<file path="config.mk">
export PLATFORM = sky130hd
export DESIGN_NAME = flash_guard_host
export DESIGN_NICKNAME = d
export VERILOG_FILES = /design/src/flash_host_pkg.sv /design/src/flash_bus_cycle.sv /design/src/flash_guard_host.sv
export VERILOG_INCLUDE_DIRS = /design/src
export SDC_FILE = /design/constraint.sdc
export NUM_CORES = 1
export LEC_CHECK = 0
export BUFFER_PORTS_ARGS = -buffer_cell sky130_fd_sc_hd__clkbuf_2
export CORE_MARGIN = 4
export CORE_UTILIZATION = 50
export DETAILED_ROUTE_END_ITERATION = 10
export GPL_TIMING_DRIVEN = 0
export PLACE_DENSITY = 0.79
export SLEW_MARGIN = 25
export SYNTH_ARGS = -nofsm -noshare
export SYNTH_HDL_FRONTEND = slang
export SYNTH_SLANG_ARGS = --single-unit
</file>
<file path="constraint.sdc">
create_clock -name pclk -period 5.4 [get_ports pclk]
set_input_delay 1.08 -clock pclk [delete_from_list [all_inputs] [get_ports pclk]]
set_output_delay 1.08 -clock pclk [all_outputs]
set_load 0.01 [all_outputs]
</file>
<file path="src/flash_host_defines.svh">
// constants for the parallel flash guard and suspend host controller
`ifndef FLASH_HOST_DEFINES_SVH
`define FLASH_HOST_DEFINES_SVH

// apb register offsets (byte addresses)
`define REG_COMMAND 8'h00
`define REG_ADDRESS 8'h04
`define REG_WDATA 8'h08
`define REG_STATUS 8'h0C
`define REG_RDATA 8'h10
`define REG_MODE 8'h14

// host status register bit positions
`define STAT_BUSY 0
`define STAT_SUSPENDED 1
`define STAT_NOT_BLANK 2
`define STAT_REFUSED 3
`define STAT_PROG_FAIL 4
`define STAT_OVERLAY 5
`define STAT_TIMEOUT 6
`define STAT_RESUME_DUE 7

// flash command codes and addresses
`define CMD_SUSPEND 16'h00B0
`define CMD_RESUME 16'h0030
`define CMD_BLANK_CHECK 16'h0033
`define CMD_STATUS_READ 16'h0070
`define CMD_CLEAR_STATUS 16'h0071
`define UNLOCK_OFFSET 16'h0555
`define SECTOR_HI 23
`define SECTOR_LO 16

// flash status word bit positions
`define FST_READY 7
`define FST_ERASE_SUSP 6
`define FST_ERASE_FAIL 5
`define FST_PROG_FAIL 4

// lock register fields; every other bit is reserved and written as one
`define LOCK_CUST_SSR 6
`define LOCK_PROT_MODE 1
`define LOCK_FACT_SSR 0
`define LOCK_FIELD_MASK 16'h0043

// timing
`define CLK_NS 20
`define WE_LOW_NS 35
`define OE_ACCESS_NS 100
`define RECOVER_NS 30
`define WE_LOW_CYC ((`WE_LOW_NS + `CLK_NS - 1) / `CLK_NS)
`define OE_ACCESS_CYC ((`OE_ACCESS_NS + `CLK_NS - 1) / `CLK_NS)
`define RECOVER_CYC ((`RECOVER_NS + `CLK_NS - 1) / `CLK_NS)
`define POLL_LIMIT_DEFAULT 200000

`endif

</file>
<file path="src/flash_host_pkg.sv">
// types shared by the flash host controller modules
package flash_host_pkg;

    // pins driven toward the flash
    typedef struct packed {
        logic [23:0] addr;
        logic [15:0] dq_o;
        logic dq_oe;
        logic ce_n;
        logic oe_n;
        logic we_n;
    } flash_pins_t;

    // operations software may start
    typedef enum logic [3:0] {
        OP_WRITE,
        OP_READ,
        OP_SUSPEND,
        OP_RESUME,
        OP_BLANK,
        OP_STATUS,
        OP_CLEAR,
        OP_LOCK_PROG
    } op_t;

    // sequencer states
    typedef enum logic [2:0] {
        ST_IDLE,
        ST_CMD,
        ST_POLL_CMD,
        ST_POLL_RD,
        ST_READ
    } seq_state_t;

    // single bus cycle states
    typedef enum logic [1:0] {
        CY_IDLE,
        CY_SETUP,
        CY_STROBE,
        CY_RECOVER
    } cyc_state_t;

endpackage

</file>
<file path="src/flash_bus_cycle.sv">
// one asynchronous read or write cycle on the flash pins
`timescale 1ns/100ps
`include "flash_host_defines.svh"

module flash_bus_cycle (
    input wire logic pclk,
    input wire logic presetn,
    input wire logic req,
    input wire logic req_write,
    input wire logic [23:0] req_addr,
    input wire logic [15:0] req_data,
    output logic done,
    output logic [15:0] rd_data,
    output flash_host_pkg::flash_pins_t pins,
    input wire logic [15:0] dq_i
);
    import flash_host_pkg::*;

    cyc_state_t state_reg;
    logic write_reg;
    logic [3:0] count_reg;

    // cycle sequencing: setup, strobe low for the timed width, recover
    always_ff @(posedge pclk or negedge presetn)
    begin
        if (!presetn)
        begin
            state_reg <= CY_IDLE;
            write_reg <= 1'b0;
            count_reg <= 4'h0;
            done <= 1'b0;
            rd_data <= 16'h0000;
            pins <= '{addr: 24'h000000, dq_o: 16'h0000, dq_oe: 1'b0,
                      ce_n: 1'b1, oe_n: 1'b1, we_n: 1'b1};
        end
        else
        begin
            done <= 1'b0;
            case (state_reg)
                CY_IDLE:
                begin
                    if (req)
                    begin
                        write_reg <= req_write;
                        pins.addr <= req_addr;
                        pins.dq_o <= req_data;
                        pins.dq_oe <= req_write;
                        pins.ce_n <= 1'b0;
                        state_reg <= CY_SETUP;
                    end
                end
                CY_SETUP:
                begin
                    pins.we_n <= ~write_reg;
                    pins.oe_n <= write_reg;
                    count_reg <= write_reg ? 4'(`WE_LOW_CYC) : 4'(`OE_ACCESS_CYC);
                    state_reg <= CY_STROBE;
                end
                CY_STROBE:
                begin
                    if (count_reg <= 4'h1)
                    begin
                        if (!write_reg)
                            rd_data <= dq_i;
                        pins.we_n <= 1'b1;
                        pins.oe_n <= 1'b1;
                        count_reg <= 4'(`RECOVER_CYC);
                        state_reg <= CY_RECOVER;
                    end
                    else
                        count_reg <= count_reg - 4'h1;
                end
                CY_RECOVER:
                begin
                    pins.ce_n <= 1'b1;
                    pins.dq_oe <= 1'b0;
                    if (count_reg <= 4'h1)
                    begin
                        done <= 1'b1;
                        state_reg <= CY_IDLE;
                    end
                    else
                        count_reg <= count_reg - 4'h1;
                end
                default:
                    state_reg <= CY_IDLE;
            endcase
        end
    end

endmodule // flash_bus_cycle

</file>
<file path="src/flash_guard_host.sv">
// apb-controlled host for flash erase suspend, blank check and guard commands
//
// The APB slave port and the address map were left to the implementer.
`timescale 1ns/100ps
`include "flash_host_defines.svh"

module flash_guard_host #(
    parameter int POLL_LIMIT = `POLL_LIMIT_DEFAULT
) (
    input wire logic pclk,
    input wire logic presetn,
    input wire logic psel,
    input wire logic penable,
    input wire logic pwrite,
    input wire logic [31:0] paddr,
    input wire logic [31:0] pwdata,
    output logic [31:0] prdata,
    output logic pready,
    output logic pslverr,
    output flash_host_pkg::flash_pins_t flash_pins,
    input wire logic [15:0] flash_dq_i
);
    import flash_host_pkg::*;

    // register decode, used by read and write paths
    function automatic logic addr_mapped(input logic [31:0] a);
        addr_mapped = (a[31:8] == 24'h000000) && (a[1:0] == 2'b00) &&
            (a[7:0] <= `REG_MODE);
    endfunction

    seq_state_t state_reg;
    op_t op_reg;
    logic [23:0] addr_reg;
    logic [15:0] wdata_reg;
    logic [15:0] rdata_reg;
    logic overlay_reg;
    logic suspended_reg;
    logic not_blank_reg;
    logic refused_reg;
    logic prog_fail_reg;
    logic resume_due_reg;
    logic timeout_reg;
    logic [17:0] poll_count_reg;
    logic cyc_req_reg;
    logic cyc_write_reg;
    logic [23:0] cyc_addr_reg;
    logic [15:0] cyc_data_reg;
    logic cyc_done;
    logic [15:0] cyc_rd_data;
    logic apb_write;
    logic start_ok;
    op_t new_op;
    logic [7:0] status_word;
    logic [17:0] poll_limit_cyc;

    assign poll_limit_cyc = 18'(POLL_LIMIT);
    assign apb_write = psel && penable && pready && pwrite && addr_mapped(paddr);
    assign new_op = op_t'(pwdata[3:0]);
    assign status_word = {resume_due_reg, timeout_reg, overlay_reg, prog_fail_reg,
                          refused_reg, not_blank_reg, suspended_reg,
                          (state_reg != ST_IDLE)};

    // host-side admission of a new operation
    always_comb
    begin
        case (new_op)
            OP_SUSPEND:
                start_ok = !overlay_reg;
            OP_RESUME:
                start_ok = !overlay_reg && suspended_reg;
            OP_BLANK:
                start_ok = !suspended_reg && !resume_due_reg;
            OP_WRITE, OP_LOCK_PROG:
                start_ok = !prog_fail_reg && !resume_due_reg;
            OP_READ, OP_STATUS, OP_CLEAR:
                start_ok = 1'b1;
            default:
                start_ok = 1'b0;
        endcase
    end

    // apb answer: registered data and a one-cycle ready in the first access cycle
    always_ff @(posedge pclk or negedge presetn)
    begin
        if (!presetn)
        begin
            prdata <= 32'h00000000;
            pready <= 1'b0;
            pslverr <= 1'b0;
        end
        else if (psel && !penable)
        begin
            pready <= 1'b1;
            pslverr <= !addr_mapped(paddr);
            case (paddr[7:0])
                `REG_ADDRESS: prdata <= {8'h00, addr_reg};
                `REG_WDATA: prdata <= {16'h0000, wdata_reg};
                `REG_STATUS: prdata <= {24'h000000, status_word};
                `REG_RDATA: prdata <= {16'h0000, rdata_reg};
                `REG_MODE: prdata <= {31'h00000000, overlay_reg};
                default: prdata <= 32'h00000000;
            endcase
        end
        else
        begin
            pready <= 1'b0;
            pslverr <= 1'b0;
        end
    end

    // software-written address, data and overlay mode flag
    always_ff @(posedge pclk or negedge presetn)
    begin
        if (!presetn)
        begin
            addr_reg <= 24'h000000;
            wdata_reg <= 16'h0000;
            overlay_reg <= 1'b0;
        end
        else if (apb_write)
        begin
            if (paddr[7:0] == `REG_ADDRESS)
                addr_reg <= pwdata[23:0];
            if (paddr[7:0] == `REG_WDATA)
                wdata_reg <= pwdata[15:0];
            if (paddr[7:0] == `REG_MODE && !(pwdata[0] && suspended_reg))
                overlay_reg <= pwdata[0];
        end
    end

    // operation sequencer: command write, then status polling until ready
    always_ff @(posedge pclk or negedge presetn)
    begin
        if (!presetn)
        begin
            state_reg <= ST_IDLE;
            op_reg <= OP_READ;
            cyc_req_reg <= 1'b0;
            cyc_write_reg <= 1'b0;
            cyc_addr_reg <= 24'h000000;
            cyc_data_reg <= 16'h0000;
            poll_count_reg <= 18'h00000;
            refused_reg <= 1'b0;
            timeout_reg <= 1'b0;
        end
        else
        begin
            cyc_req_reg <= 1'b0;
            case (state_reg)
                ST_IDLE:
                begin
                    if (apb_write && paddr[7:0] == `REG_COMMAND)
                    begin
                        refused_reg <= !start_ok;
                        timeout_reg <= 1'b0;
                        op_reg <= new_op;
                        poll_count_reg <= 18'h00000;
                        if (start_ok)
                        begin
                            cyc_req_reg <= 1'b1;
                            cyc_write_reg <= (new_op != OP_READ) && (new_op != OP_STATUS);
                            cyc_addr_reg <= addr_reg;
                            cyc_data_reg <= wdata_reg;
                            state_reg <= ST_CMD;
                            case (new_op)
                                OP_READ:
                                    state_reg <= ST_READ;
                                OP_STATUS:
                                begin
                                    cyc_write_reg <= 1'b1;
                                    cyc_addr_reg <= {8'h00, `UNLOCK_OFFSET};
                                    cyc_data_reg <= `CMD_STATUS_READ;
                                    state_reg <= ST_POLL_CMD;
                                end
                                OP_SUSPEND:
                                    cyc_data_reg <= `CMD_SUSPEND;
                                OP_RESUME:
                                    cyc_data_reg <= `CMD_RESUME;
                                OP_BLANK:
                                begin
                                    cyc_addr_reg <= {addr_reg[`SECTOR_HI:`SECTOR_LO],
                                                     `UNLOCK_OFFSET};
                                    cyc_data_reg <= `CMD_BLANK_CHECK;
                                end
                                OP_CLEAR:
                                begin
                                    cyc_addr_reg <= {8'h00, `UNLOCK_OFFSET};
                                    cyc_data_reg <= `CMD_CLEAR_STATUS;
                                end
                                OP_LOCK_PROG:
                                    cyc_data_reg <= wdata_reg | ~`LOCK_FIELD_MASK;
                                default:
                                    cyc_data_reg <= wdata_reg;
                            endcase
                        end
                    end
                end
                ST_CMD:
                begin
                    if (cyc_done)
                    begin
                        // suspend, resume, blank check and lock program wait for ready
                        if (op_reg == OP_SUSPEND || op_reg == OP_RESUME ||
                            op_reg == OP_BLANK || op_reg == OP_LOCK_PROG)
                        begin
                            cyc_req_reg <= 1'b1;
                            cyc_write_reg <= 1'b1;
                            cyc_addr_reg <= {8'h00, `UNLOCK_OFFSET};
                            cyc_data_reg <= `CMD_STATUS_READ;
                            state_reg <= ST_POLL_CMD;
                        end
                        else
                            state_reg <= ST_IDLE;
                    end
                end
                ST_POLL_CMD:
                begin
                    if (cyc_done)
                    begin
                        cyc_req_reg <= 1'b1;
                        cyc_write_reg <= 1'b0;
                        state_reg <= ST_POLL_RD;
                    end
                end
                ST_POLL_RD:
                begin
                    if (cyc_done)
                    begin
                        poll_count_reg <= poll_count_reg + 18'h00001;
                        if (cyc_rd_data[`FST_READY] || op_reg == OP_STATUS)
                            state_reg <= ST_IDLE;
                        else if (poll_count_reg + 18'h00001 >= poll_limit_cyc)
                        begin
                            timeout_reg <= 1'b1;
                            state_reg <= ST_IDLE;
                        end
                        else
                        begin
                            cyc_req_reg <= 1'b1;
                            cyc_write_reg <= 1'b1;
                            cyc_addr_reg <= {8'h00, `UNLOCK_OFFSET};
                            cyc_data_reg <= `CMD_STATUS_READ;
                            state_reg <= ST_POLL_CMD;
                        end
                    end
                end
                ST_READ:
                begin
                    if (cyc_done)
                        state_reg <= ST_IDLE;
                end
                default:
                    state_reg <= ST_IDLE;
            endcase
        end
    end

    // results taken from the ready status word or the array read
    always_ff @(posedge pclk or negedge presetn)
    begin
        if (!presetn)
        begin
            rdata_reg <= 16'h0000;
            suspended_reg <= 1'b0;
            not_blank_reg <= 1'b0;
            prog_fail_reg <= 1'b0;
            resume_due_reg <= 1'b0;
        end
        else if (cyc_done && (state_reg == ST_READ || state_reg == ST_POLL_RD))
        begin
            rdata_reg <= cyc_rd_data;
            if (state_reg == ST_POLL_RD && cyc_rd_data[`FST_READY])
            begin
                suspended_reg <= cyc_rd_data[`FST_ERASE_SUSP];
                if (op_reg == OP_BLANK)
                    not_blank_reg <= cyc_rd_data[`FST_ERASE_FAIL];
                if (cyc_rd_data[`FST_ERASE_SUSP] && cyc_rd_data[`FST_PROG_FAIL])
                    prog_fail_reg <= 1'b1;
                if (op_reg == OP_RESUME)
                    resume_due_reg <= 1'b0;
            end
        end
        else if (cyc_done && state_reg == ST_CMD && op_reg == OP_CLEAR && prog_fail_reg)
        begin
            prog_fail_reg <= 1'b0;
            resume_due_reg <= 1'b1;
        end
    end

    flash_bus_cycle u_cycle (
        .pclk(pclk),
        .presetn(presetn),
        .req(cyc_req_reg),
        .req_write(cyc_write_reg),
        .req_addr(cyc_addr_reg),
        .req_data(cyc_data_reg),
        .done(cyc_done),
        .rd_data(cyc_rd_data),
        .pins(flash_pins),
        .dq_i(flash_dq_i)
    );

endmodule // flash_guard_host

</file>
# Word-level counts from Yosys, hierarchy flattened
# Index checks and enable logic that the tools add are counted.
[word_totals] inputBits=85 regBits=232 word_cells=231
[classes] bitwise=1 reduce_logical=69 mux=81 order_cmp=3 n_eq_ne=44 addsub=2
[op_table] cell="$mux W24" count=7
[op_table] cell="$pmux W24 S5" count=1
[op_table] cell="$mux W16" count=7
[op_table] cell="$pmux W16 S6" count=1
[op_table] cell="$pmux W24 S3" count=1
[op_table] cell="$pmux W16 S3" count=1
[op_table] cell="$pmux W24 S2" count=1
[op_table] cell="$mux W18" count=2
[op_table] cell="$pmux W18 S2" count=1
[op_table] cell="$mux W1" count=33
[op_table] cell="$eq A4 B3 Y1 const B" count=8
[op_table] cell="$logic_not A24 Y1" count=1
[op_table] cell="$mux W3" count=7
[op_table] cell="$logic_and A1 B1 Y1" count=20
[op_table] cell="$add A18 B1 Y18 const B" count=1
[op_table] cell="$ge A18 B18 Y1 const B" count=1
[op_table] cell="$ne A2 B1 Y1 const B" count=9
[op_table] cell="$reduce_and A2 Y1" count=9
[op_table] cell="$reduce_and A3 Y1" count=6
[op_table] cell="$eq A4 B2 Y1 const B" count=4
[op_table] cell="$eq A8 B4 Y1 const B" count=2
[op_table] cell="$eq A8 B5 Y1 const B" count=2
[op_table] cell="$ne A2 B2 Y1 const B" count=8
[op_table] cell="$pmux W3 S5" count=1
[op_table] cell="other kinds (37)" count=66

# Logic depth before layout (Yosys ltp)
[depth] word_depth=7 depth_mapped=10 ltp_nobuf=8

# Cells and area by module
# Synthesis repeated with hierarchy kept, for this count alone.
[unflattened] cells_unflattened=918 area_unflattened_um2=10393.7
[modules_own_cells] mod="flash_guard_host" cells_each=733 instances=1 area_per_inst_um2=7617.3 seq_area_each_um2=3905.0
[modules_own_cells] mod="flash_bus_cycle" cells_each=185 instances=1 area_per_inst_um2=2776.4 seq_area_each_um2=1705.4

# Worst setup path after synthesis
# Ideal clock, no wire load.
[synth_path] kind="in2reg" start="input port paddr[0]" end="register cyc_data_reg[7]" path_slack_ps=2158 setup_ps=128 required_time_ps=5272 arrival_time_ps=3114 cell_stages=8 path_buffers=1 path_cell_list="or4_1 -> or2_1 -> nor4_2 -> nand3_1 -> a311oi_2 -> o21ai_2 -> buf_6 -> mux2_1"
[synth_between] elab_chain_len=7 word_cells_on_any_way=9 cone_classes="1 x order compare; 1 x eq/ne; 7 x reduce/logical"
[synth_rtl] item="start: declaration" line="flash_guard_host.sv:15" rtl="input wire logic [31:0] paddr,"
[synth_rtl] item="parallel branches: the longest is 4 deep, another holds $le A8 B5 Y1"
[synth_rtl] item="$logic_and A1 B1 Y1 (no line) *"
[synth_rtl] item="$ne A2 B2 Y1 (no line) *"
[synth_rtl] item="$reduce_and A8 Y1 (no line) *"
[synth_rtl] item="end signal: assignment" line="flash_guard_host.sv:163" rtl="cyc_data_reg <= wdata_reg;"
[synth_rtl] item="end signal: assignment" line="flash_guard_host.sv:172" rtl="cyc_data_reg <= `CMD_STATUS_READ;"
[synth_rtl] item="end signal: assignment" line="flash_guard_host.sv:176" rtl="cyc_data_reg <= `CMD_SUSPEND;"
[synth_rtl] item="end: declaration" line="flash_guard_host.sv:47" rtl="logic [15:0] cyc_data_reg;"
# Every way passes the cells marked *.
# A chain may end at the register's enable or synchronous reset.

# Worst setup path after layout
[layout_path] start="input port paddr[0]" end="register poll_count_reg[8]"
[layout_between] elab_chain_len=7 word_cells_on_any_way=9 cone_classes="1 x order compare; 1 x eq/ne; 7 x reduce/logical"
[layout_rtl] item="parallel branches: the longest is 4 deep, another holds $le A8 B5 Y1"
[layout_rtl] item="$logic_and A1 B1 Y1 (no line) *"
[layout_rtl] item="$ne A2 B2 Y1 (no line) *"
[layout_rtl] item="$reduce_and A3 Y1 (no line) *"
[layout_rtl] item="end signal: assignment" line="flash_guard_host.sv:229" rtl="poll_count_reg <= poll_count_reg + 18'h00001;"
[layout_rtl] item="end: declaration" line="flash_guard_host.sv:43" rtl="logic [17:0] poll_count_reg;"
# Marked as above.

==> results.yml <==
cells_and_area:
  fin_area_um2: 12250
  syn_to_final_growth_pct: 19.27
  largest_register: "u_cycle.pins"
  largest_reg_flops: 44
  seq_area_um2: 5610
  final_common_cell: "dfrtp_1"
  nets: 1224
  fillCellCount: 1639
  drive_gt1_share_pct: 26.92
  multiInputGateArea_um2: 4233
  mostFrequentLayoutCells: "220 x dfrtp_1, 142 x clkbuf_2, 117 x nand2_1, 96 x o21ai_0, 87 x mux2_2"
  antenna_cells: 0
sta:
  clock_skew_ns: 0.01609
  fin_crit_sh_pct: 65.49
  setup-violations-final: 0
  rsz0062_at_grt: "false"
  relSlewSlack_pct: 32.02
  layout_setup_ws_ns: 1.864
  fmax_mhz: 282.8
  report.final.hold_viol_count: 0
  final.min_clock_period_ns: 3.536
  drv_slew: 0
  worstMarginPinSlew_ns: 1.010
routing:
  route.final.wire_length_mm: 25.55
  wl_per_cell_um: 18.02
  drt_iter0_markers: 586
  vias: 7996
  vias_per_cell: 5.639
  route.detailed.drc: 0
  drtAntennaViolNets: 0
  first_pass_iters: 10
setup_path:
  crit_family: "simple AND/OR/NAND/NOR gates"
  arrival_ns: 3.91
  cp_max_fo: 10
  crit_chain: "clkbuf_2 > or4_1 > a211oi_1 > nor4b_2 > and3_1 > nor2_1 > clkbuf_1 > o21ai_0 > o41ai_1"
  slowest_stage: "or4_1"
  crit_path_end_kind: "flip-flop"
  cp.buffers_inverters: 2
  r2r_start: "poll_count_reg[0]"
  worstSetupPathType: "in -> reg"
  startpoint: "paddr[0]"
  slowest_delay_ns: 0.59
  critPathLaunchType: "input port"
  cp.required_ns: 5.78
floorplan:
  core_area_um2: 20230
  io_pins: 163
  rows: 52
  die_height_um: 151.3
  initial_core_util_pct: 50.76
  die_w_um: 151.3
  die-area_um2: 22900
placed_design:
  place_area_um2: 11450
  hpwl_mm: 18.67
  dpl_worst_slack_ns: 1.442
  gp_congestion: 0.8932
  numPortBuffers: 143
global_routing:
  antenna_found_initial: 0
  grt_pass1_wl_mm: 41.21
  grt_overflow: 0
  grt_max_degree: 85
  grt_pass1_vias: 7857
  track_usage_pct: 22.48
clock_tree:
  cts_tree: "done"
  postCtsResizedCells: 0
  htreeDepth: 1
  numCtsBuffers: 24
  clockBufferDepth: 3
  cts_sinks: 224
  clk_latency_ns: 0.52
  cts_root_buf: "clkbuf_16"
  path_clk_slew_ns: 0.06
  cts_setup_buffers: 0
  cts_hold_buf: 0
run_status:
  status: "finished clean"
job:
  drv_cap: 0
power_and_ir_drop:
  power_mw: 3.465
  p_leak_nw: 6.088
  p_per_area_nw_per_um2: 282.9
  vdd_drop_max_mv: 0.2960
synth:
  avgSynthCellArea_um2: 10.78
  synth_area_um2: 10270
  ys_warn_count: 0
  synth_cell_types: 75
  syn_inst: 953
  ys_seq_area_share_pct: 54.62
  synth_edf_count: 0
  synth-main-ff-cell: "dfrtp_1"
  async_flop_share_pct: 100.0
  ys_ff_latch: 224
min_path:
  worstHoldPathType: "in -> async"
==> where the power goes <==
| part | leakage [nW] | switching, mW | total, mW | internal [mW] |
|---|---|---|---|---|
| clock network | 0.395 | 0.658 | 1.67 | 1.02 |
| registers | 2.86 | 0.000344 | 1.68 | 1.68 |
| logic | 2.83 | 0.0720 | 0.111 | 0.0392 |
| total | 6.09 | 0.730 | 3.47 | 2.73 |
==> cells in the mapped netlist (all sizes together) (2+ instances only) <==
cell	count	area (um^2)
nor4bb	2	20.02
nor2b	6	37.54
o21ai	99	499.2
nor3	18	90.09
nand3	21	110.1
a21oi	34	170.2
mux2i	37	370.4
nand2	118	445.4
buf	22	143.9
dfstp	4	105.1
o31ai	4	30.03
or2	2	12.52
or4	2	15.01
or3b	3	26.28
or3	4	25.02
nor4	14	115.1
clkinv	2	7.510
xnor2	4	35.03
a32o	2	20.02
a211o	2	17.52
o211ai	2	15.01
nor2	45	171.4
a311oi	2	23.77
nand3b	3	22.52
dfrtp	220	5505
a221oi	9	78.83
o41ai	2	17.52
a222oi	8	80.08
and3	5	31.28
xor2	4	35.03
a31oi	7	43.79
ha	7	87.58
a211oi	8	60.06
nor4b	2	30.03
nand4	15	100.1
o32ai	3	26.28
nand2b	10	62.56
clkbuf	36	135.1
inv	46	172.7
mux2	99	1115
==> layout make-up <==
class / count / area share [%]
flip-flops and latches: 224 / 45.80
repair buffers: 146 / 6.588
multi-input cells: 630 / 34.55
clock buffers: 32 / 5.485
clock inverters: 10 / 1.072
well taps: 270 / 2.758
inverters: 48 / 1.471
plain buffers: 58 / 2.278
==> stage by stage <==
step	hold slack, ns	instances	utilization, %	setup TNS, ns
finish	0.3631	1418	60.54	0
global route	0.3507	1418	60.54	0
global placement	0.4546	1373	56.10	-240.84
CTS	0.3542	1418	60.54	0
floorplan	0.4509	960	-	0
detailed placement	0.4611	1376	56.57	0
==> cells by family (layout without fill, tap and decap cells) <==
kind of cell               Yosys count  count (layout)  synth area share (%)
buffers and inverters              106             294                 4.471
xor gates and xnor gates             8               8                0.6821
muxes                              136             136                 14.46
and+or+nand+nor                    274             274                 13.11
other                                1               8               0.03651
AOI/OAI and AO/OA                  197             197                 11.77
adders and majority gates            7               7                0.8527
DFF                                224             224                 54.62
==> routing by layer <==
metal / up-vias / GRT usage (%) / wire, um
met5: - / 0 / 0
met4: 0 / 6.120 / 581
met3: 40 / 3.950 / 1923
met2: 305 / 36.52 / 12040
met1: 3924 / 31.36 / 11000
li1: 3727 / - / -
==> worst paths after layout <==
path / endpoint / slack [ns] / depth (start not counted)
worst max-delay path: poll_count_reg[8] / 1.86 / 9
worst min-delay path: poll_count_reg[13] / 0.36 / 1
worst max register to register: cyc_data_reg[7] / 2.13 / 10
worst min register to register: prdata[21] / 0.47 / 2
max in group asynchronous: addr_reg[3] / 4.06 / 3
min in group pclk: prdata[21] / 0.47 / 2
(Power assumes the default switching activity.)
